<file path="config.mk">
export PLATFORM = sky130hd
export DESIGN_NAME = tkd_top
export DESIGN_NICKNAME = d
export VERILOG_FILES = /design/src/design/tkd_pkg.sv /design/src/design/tkd_top.sv
export SDC_FILE = /design/constraint.sdc
export NUM_CORES = 2
export LEC_CHECK = 0
export BUFFER_PORTS_ARGS = -buffer_cell sky130_fd_sc_hd__buf_2
export CAP_MARGIN = 20
export CORE_ASPECT_RATIO = 1.2
export CORE_MARGIN = 3
export CORE_UTILIZATION = 60
export DETAILED_ROUTE_END_ITERATION = 8
export GPL_TIMING_DRIVEN = 1
export PLACE_DENSITY = 0.79
export SYNTH_ARGS = -nofsm -noshare
export SYNTH_HDL_FRONTEND = slang
export SYNTH_SLANG_ARGS = --single-unit
</file>
<file path="constraint.sdc">
create_clock -name clock -period 23.9 [get_ports clock]
set_input_delay 2.39 -clock clock [delete_from_list [all_inputs] [get_ports clock]]
set_output_delay 2.39 -clock clock [all_outputs]
set_load 0.03 [all_outputs]
</file>
<file path="src/design/tkd_pkg.sv">
`default_nettype none
package tkd_pkg;
  localparam int CLK_PERIOD_NS = 10;
  localparam int MS_NS = 1_000_000;
  localparam int MS_CYC = MS_NS / CLK_PERIOD_NS;
  localparam int OPT_WINDOW_NS = 250_000;
  localparam int OPT_SAMPLES = 25;
  localparam int OPT_SPACING_CYC = OPT_WINDOW_NS / CLK_PERIOD_NS / OPT_SAMPLES;
  localparam logic [4:0] OPT_LAST = 5'h18;
  localparam logic [15:0] THRESH = 16'h000C;
  localparam logic [15:0] HYST = 16'h0002;
  localparam logic [15:0] NEG_DEV = 16'h0005;
  localparam logic [2:0] INTEG_LIMIT = 3'h6;
  localparam logic [15:0] TMO_10S_MS = 16'h2710;
  localparam logic [15:0] TMO_60S_MS = 16'hEA60;
  localparam logic [15:0] NEG_MS = 16'h07D0;
  localparam logic [15:0] OPT_PERIOD_MS = 16'h2710;
  localparam logic [15:0] DRIFT_DN_MS = 16'h0064;
  localparam logic [15:0] DRIFT_UP_MS = 16'h03E8;
  localparam logic [6:0] SLEEP_MS = 7'h5A;
  localparam logic [6:0] SYNC_MS = 7'h12;
  localparam logic [6:0] FAST_BURST_MS = 7'h06;
  localparam logic [6:0] FAST_STEP_MS = 7'h01;
  localparam logic [2:0] REG_CTRL = 3'h0;
  localparam logic [2:0] REG_STATUS = 3'h1;
  localparam logic [2:0] REG_REF0 = 3'h4;
  localparam int CTRL_RECAL = 0;
  localparam int CTRL_SYNC_DIS = 1;
  localparam int PIN_RST = 0;
  localparam int PIN_SPEED = 1;
  localparam int PIN_TA = 2;
  localparam int PIN_TB = 3;
  localparam int PIN_SYNC = 4;
  typedef enum logic [1:0] {
    SMP_IDLE = 2'b01,
    SMP_RUN = 2'b10
  } tkd_smp_type;
  typedef struct packed {
    logic valid;
    logic [3:0][15:0] sig;
  } tkd_acq_type;
  typedef struct packed {
    logic [2:0] addr;
    logic [15:0] wdata;
    logic wr;
    logic rd;
  } tkd_bus_type;
endpackage
`default_nettype wire

</file>
<file path="src/design/tkd_top.sv">
// Notes on behaviour
// - signal, reference and timer arithmetic is 16 bits wide
// - reference drifts toward signal when idle
// - per-channel one-count steps, thresholds follow reference
// - reference frozen during detection
// - falling signal tracked faster than rising
// - slow mode steps from 90 ms sleep
// - sync periods count as 18 ms
// - detect at reference plus 12 counts
// - release 2 counts below threshold
// - detection timer forces channel recalibration
// - timeout choices 10 s, 60 s, none
// - timeout recalibrates only its own channel
// - fast mode timing from clock cycles
// - slow sync timeouts counted as 18 ms
// - six acquisitions above threshold raise key
// - one miss clears integrator
// - confirming bursts run back to back in slow mode
// - power-up and reset release recalibrate all
// - 5 counts low for 2 s recalibrates
// - straps read at start, every 10 s idle
// - 25 agreeing samples over 250 us
// - sync used only in slow mode
// - strap pairs select timeout and toggle
// - toggle flips on rise, 10 s timeout kept
// - sync wakes burst, else 90 ms wake
//
// The register offsets and the strobed register port were chosen for this implementation.
`default_nettype none
module tkd_top #(
  parameter int MS_CYC = tkd_pkg::MS_CYC
) (
  // clock and reset
  input wire logic clock,
  input wire logic arst_n,
  // pins
  input wire logic recal_reset_n,
  input wire logic speed_strap,
  input wire logic timeout_strap_a,
  input wire logic timeout_strap_b,
  input wire logic sync_pin,
  // acquisition front end
  output logic burst_req,
  input wire tkd_pkg::tkd_acq_type acq,
  // key outputs
  output logic [3:0] key_out,
  // register port
  input wire tkd_pkg::tkd_bus_type bus,
  output logic [15:0] rdata
);
  typedef struct packed {
    logic [4:0] p1;
    logic [4:0] p2;
    logic [4:0] p3;
    logic [4:0] pf;
    logic [16:0] ms_cnt;
    logic ms_tick;
    logic [6:0] wake_ms;
    logic sync_on;
    logic burst_req;
    logic waiting;
    logic step_en;
    logic [6:0] step_ms;
    logic [15:0] up_ms;
    logic [15:0] dn_ms;
    logic up_due;
    logic dn_due;
    logic [3:0][15:0] refv;
    logic [3:0][15:0] dur;
    logic [3:0][15:0] neg;
    logic [3:0][2:0] integ;
    logic [3:0] neg_on;
    logic [3:0] act;
    logic [3:0] out;
    logic recal_all;
    tkd_pkg::tkd_smp_type smp;
    logic [9:0] smp_cyc;
    logic [4:0] smp_n;
    logic [2:0] smp_first;
    logic smp_bad;
    logic [15:0] opt_ms;
    logic opt_ok;
    logic slow;
    logic [1:0] tmo;
    logic sync_dis;
    logic [15:0] rdata;
  } tkd_state_type;

  logic [1:0] rst_sync_q;
  logic rst_n;
  tkd_state_type s_q;
  tkd_state_type s_d;
  logic [3:0] rc_w;
  logic toggle_w;
  logic [15:0] limit_w;

  function automatic logic [15:0] sat_add(input logic [15:0] a, input logic [15:0] b);
    logic [16:0] t;
    t = {1'b0, a} + {1'b0, b};
    sat_add = t[16] ? 16'hFFFF : t[15:0];
  endfunction

  always_ff @(posedge clock or negedge arst_n) begin
    if (!arst_n) begin
      rst_sync_q <= 2'b00;
    end else begin
      rst_sync_q <= {rst_sync_q[0], 1'b1};
    end
  end
  assign rst_n = rst_sync_q[1];

  // strap decode on {b,a}: 10 is 10 s, 01 is 60 s, 11 toggle 10 s, 00 none
  always_comb begin
    toggle_w = (s_q.tmo == 2'b11);
    case (s_q.tmo)
      2'b10: limit_w = tkd_pkg::TMO_10S_MS;
      2'b01: limit_w = tkd_pkg::TMO_60S_MS;
      2'b11: limit_w = tkd_pkg::TMO_10S_MS;
      default: limit_w = 16'h0000;
    endcase
  end

  always_comb begin
    logic [4:0] pins;
    logic [15:0] th;
    logic [15:0] rel;
    logic [15:0] sig;
    logic burst;
    logic confirm;
    pins = '0;
    th = '0;
    rel = '0;
    sig = '0;
    burst = 1'b0;
    confirm = 1'b0;
    s_d = s_q;
    rc_w = '0;
    s_d.burst_req = 1'b0;
    s_d.step_en = 1'b0;
    s_d.rdata = 16'h0000;
    pins[tkd_pkg::PIN_RST] = recal_reset_n;
    pins[tkd_pkg::PIN_SPEED] = speed_strap;
    pins[tkd_pkg::PIN_TA] = timeout_strap_a;
    pins[tkd_pkg::PIN_TB] = timeout_strap_b;
    pins[tkd_pkg::PIN_SYNC] = sync_pin;
    s_d.p1 = pins;
    s_d.p2 = s_q.p1;
    s_d.p3 = s_q.p2;
    for (int b = 0; b < 5; b++) begin
      if (s_q.p2[b] == s_q.p3[b]) begin
        s_d.pf[b] = s_q.p3[b];
      end
    end
    // recalibrate all when the reset pin goes high again
    if (s_d.pf[tkd_pkg::PIN_RST] && !s_q.pf[tkd_pkg::PIN_RST]) begin
      s_d.recal_all = 1'b1;
    end

    // millisecond enable from the core clock
    s_d.ms_tick = 1'b0;
    if (s_q.ms_cnt == 17'(MS_CYC - 1)) begin
      s_d.ms_cnt = 17'h0_0000;
      s_d.ms_tick = 1'b1;
    end else begin
      s_d.ms_cnt = s_q.ms_cnt + 17'h0_0001;
    end

    // burst pacing and time steps
    if (s_q.opt_ok) begin
      if (s_q.slow) begin
        if (s_d.pf[tkd_pkg::PIN_SYNC] && !s_q.pf[tkd_pkg::PIN_SYNC] && !s_q.sync_dis) begin
          burst = 1'b1;
          s_d.wake_ms = 7'h00;
          s_d.sync_on = 1'b1;
          s_d.step_en = 1'b1;
          s_d.step_ms = tkd_pkg::SYNC_MS;
        end else if (s_q.ms_tick) begin
          if (s_q.wake_ms >= tkd_pkg::SLEEP_MS - 7'h01) begin
            burst = 1'b1;
            s_d.wake_ms = 7'h00;
            s_d.sync_on = 1'b0;
            s_d.step_en = 1'b1;
            s_d.step_ms = tkd_pkg::SLEEP_MS;
          end else begin
            s_d.wake_ms = s_q.wake_ms + 7'h01;
          end
        end
      end else begin
        s_d.sync_on = 1'b0;
        if (s_q.ms_tick) begin
          s_d.step_en = 1'b1;
          s_d.step_ms = tkd_pkg::FAST_STEP_MS;
          if (s_q.wake_ms >= tkd_pkg::FAST_BURST_MS - 7'h01) begin
            burst = 1'b1;
            s_d.wake_ms = 7'h00;
          end else begin
            s_d.wake_ms = s_q.wake_ms + 7'h01;
          end
        end
      end
    end

    // drift pacing, falling direction faster
    if (s_q.step_en) begin
      s_d.up_ms = sat_add(s_q.up_ms, {9'h000, s_q.step_ms});
      s_d.dn_ms = sat_add(s_q.dn_ms, {9'h000, s_q.step_ms});
      for (int i = 0; i < 4; i++) begin
        if (s_q.act[i]) begin
          s_d.dur[i] = sat_add(s_q.dur[i], {9'h000, s_q.step_ms});
        end
        if (s_q.neg_on[i]) begin
          s_d.neg[i] = sat_add(s_q.neg[i], {9'h000, s_q.step_ms});
        end
      end
    end

    // per-channel processing of one acquisition
    if (acq.valid) begin
      s_d.waiting = 1'b0;
      for (int i = 0; i < 4; i++) begin
        sig = acq.sig[i];
        th = sat_add(s_q.refv[i], tkd_pkg::THRESH);
        rel = th - tkd_pkg::HYST;
        rc_w[i] = s_q.recal_all
          || (s_q.act[i] && limit_w != 16'h0000 && s_q.dur[i] >= limit_w)
          || (s_q.neg[i] >= tkd_pkg::NEG_MS);
        if (rc_w[i]) begin
          s_d.refv[i] = sig;
          s_d.integ[i] = 3'h0;
          s_d.act[i] = 1'b0;
          s_d.dur[i] = 16'h0000;
          s_d.neg[i] = 16'h0000;
          s_d.neg_on[i] = 1'b0;
        end else begin
          if (s_q.act[i]) begin
            if (sig < rel) begin
              s_d.act[i] = 1'b0;
              s_d.integ[i] = 3'h0;
              s_d.dur[i] = 16'h0000;
            end
          end else if (sig > th) begin
            s_d.integ[i] = s_q.integ[i] + 3'h1;
            if (s_d.integ[i] == tkd_pkg::INTEG_LIMIT) begin
              s_d.act[i] = 1'b1;
            end else begin
              confirm = 1'b1;
            end
          end else begin
            s_d.integ[i] = 3'h0;
          end
          if (!s_q.act[i] && !s_d.act[i]) begin
            if (s_q.dn_due && sig < s_q.refv[i]) begin
              s_d.refv[i] = s_q.refv[i] - 16'h0001;
            end else if (s_q.up_due && sig > s_q.refv[i]) begin
              s_d.refv[i] = s_q.refv[i] + 16'h0001;
            end
          end
          s_d.neg_on[i] = (sat_add(sig, tkd_pkg::NEG_DEV) <= s_q.refv[i]);
          if (!s_d.neg_on[i]) begin
            s_d.neg[i] = 16'h0000;
          end
        end
      end
      s_d.recal_all = 1'b0;
      s_d.up_due = 1'b0;
      s_d.dn_due = 1'b0;
      // drift is frozen while a key is held, so a pending step is dropped
    end
    if (s_d.up_ms >= tkd_pkg::DRIFT_UP_MS) begin
      s_d.up_due = 1'b1;
      s_d.up_ms = 16'h0000;
    end
    if (s_d.dn_ms >= tkd_pkg::DRIFT_DN_MS) begin
      s_d.dn_due = 1'b1;
      s_d.dn_ms = 16'h0000;
    end
    if (s_d.pf[tkd_pkg::PIN_RST] && !s_q.pf[tkd_pkg::PIN_RST]) begin
      s_d.recal_all = 1'b1;
    end

    // key outputs: direct or toggle
    for (int i = 0; i < 4; i++) begin
      if (toggle_w) begin
        if (s_d.act[i] && !s_q.act[i]) begin
          s_d.out[i] = !s_q.out[i];
        end
      end else begin
        s_d.out[i] = s_d.act[i];
      end
    end

    if (acq.valid && confirm && s_q.slow) begin
      burst = 1'b1;
    end
    if (burst && !s_d.waiting) begin
      s_d.burst_req = 1'b1;
      s_d.waiting = 1'b1;
    end

    // strap sampler
    if (s_q.ms_tick && s_q.act == 4'h0) begin
      s_d.opt_ms = sat_add(s_q.opt_ms, 16'h0001);
    end
    case (s_q.smp)
      tkd_pkg::SMP_IDLE: begin
        if (!s_q.opt_ok || (s_q.opt_ms >= tkd_pkg::OPT_PERIOD_MS && s_q.act == 4'h0)) begin
          s_d.smp = tkd_pkg::SMP_RUN;
          s_d.smp_cyc = 10'h000;
          s_d.smp_n = 5'h00;
          s_d.smp_bad = 1'b0;
        end
      end
      tkd_pkg::SMP_RUN: begin
        if (s_q.smp_cyc == 10'(tkd_pkg::OPT_SPACING_CYC - 1)) begin
          s_d.smp_cyc = 10'h000;
          if (s_q.smp_n == 5'h00) begin
            s_d.smp_first = s_q.pf[3:1];
          end else if (s_q.pf[3:1] != s_q.smp_first) begin
            s_d.smp_bad = 1'b1;
          end
          if (s_q.smp_n == tkd_pkg::OPT_LAST) begin
            s_d.smp = tkd_pkg::SMP_IDLE;
            s_d.opt_ms = 16'h0000;
            if (!s_d.smp_bad) begin
              s_d.opt_ok = 1'b1;
              s_d.slow = s_d.smp_first[0];
              s_d.tmo = s_d.smp_first[2:1];
            end
          end else begin
            s_d.smp_n = s_q.smp_n + 5'h01;
          end
        end else begin
          s_d.smp_cyc = s_q.smp_cyc + 10'h001;
        end
      end
      default: s_d.smp = tkd_pkg::SMP_IDLE;
    endcase

    // register port
    if (bus.wr && bus.addr == tkd_pkg::REG_CTRL) begin
      s_d.sync_dis = bus.wdata[tkd_pkg::CTRL_SYNC_DIS];
      if (bus.wdata[tkd_pkg::CTRL_RECAL]) begin
        s_d.recal_all = 1'b1;
      end
    end
    if (bus.rd) begin
      case (bus.addr)
        tkd_pkg::REG_CTRL: s_d.rdata = {14'h0000, s_q.sync_dis, 1'b0};
        tkd_pkg::REG_STATUS: s_d.rdata = {2'b00, s_q.sync_on, s_q.opt_ok, toggle_w, s_q.tmo,
                                          s_q.slow, s_q.act, s_q.out};
        default: begin
          if (bus.addr >= tkd_pkg::REG_REF0) begin
            s_d.rdata = s_q.refv[bus.addr[1:0]];
          end
        end
      endcase
    end
  end

  always_ff @(posedge clock or negedge rst_n) begin
    if (!rst_n) begin
      s_q <= '0;
      s_q.p1 <= 5'h01;
      s_q.p2 <= 5'h01;
      s_q.p3 <= 5'h01;
      s_q.pf <= 5'h01;
      s_q.recal_all <= 1'b1;
      s_q.smp <= tkd_pkg::SMP_IDLE;
    end else begin
      s_q <= s_d;
    end
  end

  assign burst_req = s_q.burst_req;
  assign key_out = s_q.out;
  assign rdata = s_q.rdata;
endmodule
`default_nettype wire

</file>
==> metrics.txt <==
Final Cell Area between 0.03 and 0.04 mm^2; Seq pwr share a little under a quarter; count leader, synth ha_1; Crit path buffers/inverters 2; cells after synthesis roughly 3800; DR vias between 20000 and 30000; worst-path fanout max 14; DP Cell Count 4475; worst-path cell chain buf_2 > ha_1 > a21o_1 > a21oi_1 > a21oi_1 > a2111oi_0 > o211ai_1 > inv_1 > ha_1 > a2111oi_0 > o21ai_1 > a31oi_1 > o311ai_1 > a21o_1 > a21oi_1 > xnor2_1 > or4_1 > nand3_1; Clock Power Share about 17%; syn_area_per_cell approximately 8.5 um^2; RSZ-0062 raised after global routing false; fraction of registers with async set/reset 100.0%; final hold viol count 0; Worst setup SP type primary input; core area slightly above 0.05 mm^2; Post-Synth Adder-Cell Area between 10% and 20%; Tightest Pin Transition ~1.1 ns; Worst Hold Launch rst_sync_q[0]$_DFF_PN0_; gr usage total 29.49%; Final min period between 6 and 7 ns; GPL Wtd Cong ~0.94; first-pass GRT wire length 136600 um; Post-synth top cells ha_1, nor2_1, dfrtp_1, nand2_1, a21oi_1; Clock Tree Root clkbuf_16; TritonCTS clock tree done; vias in the first global route ~27000; simple-gate share of the synthesized area about 21%; Sw Share 45.38%; placed cell area approximately 0.033 mm^2; Lkg Pwr 15.79 nW; type of destination of the critical path flip-flop; combinational share of power between 50% and 60%; first drt pass iteration count 7; drt wl/cell approximately 18 um; Clock transition at path regs about 0.060 ns; post-synthesis mux area share 2.807%; remaining routing DRC violations 0; post-route ant nets 0; max-slew violation count 0; Fmax between 100 and 150 MHz; post-synthesis sequential element count 363; final net count roughly 4400; M1 WL between 30000 and 40000 um; metal3 WL between 4000 and 5000 um; Multi-input gate area 0.02165 mm^2; run status finished, final reports clean; cts hold-fix bufs 0; FILL cells 4386; Worst Hold Class reg -> reg; grt ovf 0; XOR/XNOR Fraction of Synth Area between 7 and 8%; vias per inst around 6.2; Max-Cap Viols 0; Internal 2.034 mW; Initial DRC Count a little under 2000; number of library cell types mapped by synthesis 94; PostCTS Resize Cnt 0; largest family of logic cells by synthesized area simple AND/OR/NAND/NOR gates; delay-heaviest family, CP compound AO/OA/AOI/OAI gates; netlist area before placement around 0.032 mm^2; Layout area overhead 7.919%; Final Cycle Share roughly 29%; I/O Buffers roughly 100; Worst VDD drop approximately 0.096 mV; Main synth FF type dfrtp_1; CTS Buf Count around 40; final core utilization 66.24%; Post-synth EDFFs 0; FF+latch area between 0.009 and 0.01 mm^2; I/O pin cnt around 110; top sig layer met5; initial antenna violation count 8; most used cell, CP a21oi_1; required time of the critical path about 24 ns; hpwl dp between 60000 and 70000 um; Synth area leaders dfrtp_1, ha_1, nor2_1, a21oi_1, xnor2_1; top cell type by total area after synthesis dfrtp_1; Initial Utilization 61.38%; CTS Sinks 363; die height ~260 um; layout cells sized above 1 about 7.0%; worst-case clock buffer depth 3; Slew HR around 28%; final setup fails 0; CP Data Arrival Time roughly 7.3 ns; Crit Path Category in -> reg; Die Width around 220 um; P_sw 1.690 mW; post-synthesis sequential area ratio about 29%; DIE AREA around 0.056 mm^2; Post-CTS Setup Inserts 0; worst setup path start acq[35]; r2r startpoint s_q[213]$_DFFE_PN0P_; largest net degree at the start of global routing 179; Routed met2 length approximately 40000 um; H-tree level count 2; routed wire length 83190 um; non-filler cells, final 4552; Row Count 91; slowest CP cell a2111oi_0; Ys Warns 0; clock skew between 0.02 and 0.03 ns; Compound-Gate Fraction of Synth Area 18.72%; Setup TNS 0 ns; share of the synthesized area in the top cell type approximately 28%; max incr delay on CP around 0.56 ns; clk_lat worst skew approximately 0.58 ns; power per cell area between 100 and 150 mW/mm^2
==> path summary, 6_finish.rpt <==
kind	end	slack [ns]	depth (start not counted)
max in group asynchronous	s_q[222]$_DFFE_PN0P_	21.35	2
hold reg to reg	rst_sync_q[1]$_DFF_PN0_	0.35	0
min in group asynchronous	s_q[264]$_DFFE_PN0P_	0.43	0
setup / recovery	s_q[258]$_DFFE_PN0P_	17.07	18
setup reg to reg	s_q[162]$_DFF_PN0_	17.86	20
hold / removal	rst_sync_q[1]$_DFF_PN0_	0.35	0
==> state kept, by name (all words and copies together), names as in the netlist <==
signal	cells
rdata	16
s_d	10
key_out	4
burst_req	1
s_q	330
rst_sync_q	2
==> cell type report <==
cell class	instances	area share, %
timing repair buffer	126	2.066
clock inverter	14	0.4766
sequential	363	26.44
antenna	3	0.02183
inverter	182	1.986
tap	697	2.536
clock buffer	59	3.532
multi-input combinational	3108	62.94
==> routing by layer <==
layer  GRT usage, %  vias to the layer above
met3          4.468                      215
met2          50.27                      751
met4          12.94                        8
li1               -                    13750
met5              0                        -
met1          37.25                    13470
==> layout by cell type, fill, tap and decap left out, drive strengths merged, types with 73 or more instances in the layout <==
| cell | n |
|---|---|
| nand4 | 73 |
| a21oi | 291 |
| xor2 | 126 |
| o21ai | 187 |
| dfrtp | 357 |
| nand2 | 310 |
| nand3 | 128 |
| inv | 184 |
| nor2 | 416 |
| xnor2 | 157 |
| ha | 423 |
| buf | 126 |
| nor3 | 75 |
==> kinds of logic after synthesis <==
family	Yosys count
AND/OR/NAND/NOR	1355
AO/OA/AOI/OAI	944
adder cells (fa/ha/maj)	442
flip-flops	363
buffers and inverters	300
XOR/XNOR	283
multiplexers	68
other	2
==> worst register-to-register path: cells and delay by family (launching register included) <==
family | cells | cell delay [ns]
compound gates | 4 | 1.18
simple gates | 10 | 2.91
xor+xnor | 2 | 0.26
buf+inv | 2 | 0.51
flops | 1 | 0.54
fa+ha+maj | 2 | 0.51
==> power by group through the flow <==
| stage | combinational [mW] | clock, mW | sequential, mW |
|---|---|---|---|
| finish | 2.20 | 0.648 | 0.873 |
| global route | 2.51 | 0.683 | 0.877 |
| CTS | 2.18 | 0.661 | 0.864 |
| detailed placement | 2.16 | 0 | 0.875 |
| global placement | 2.11 | 0 | 0.874 |
| floorplan | 1.76 | 0 | 0.786 |
==> metrics by stage <==
stage          worst slack, ns  power (mW)  hold WS, ns
2_1_floorplan            13.04       2.545       0.3312
3_3_place_gp             16.67       2.980       0.3338
3_5_place_dp             16.60       3.038       0.3412
4_1_cts                  17.19       3.708       0.3555
5_1_grt                  16.94       4.069       0.3591
6_report                 17.07       3.724       0.3525
Power figures use the tool's default switching activity.
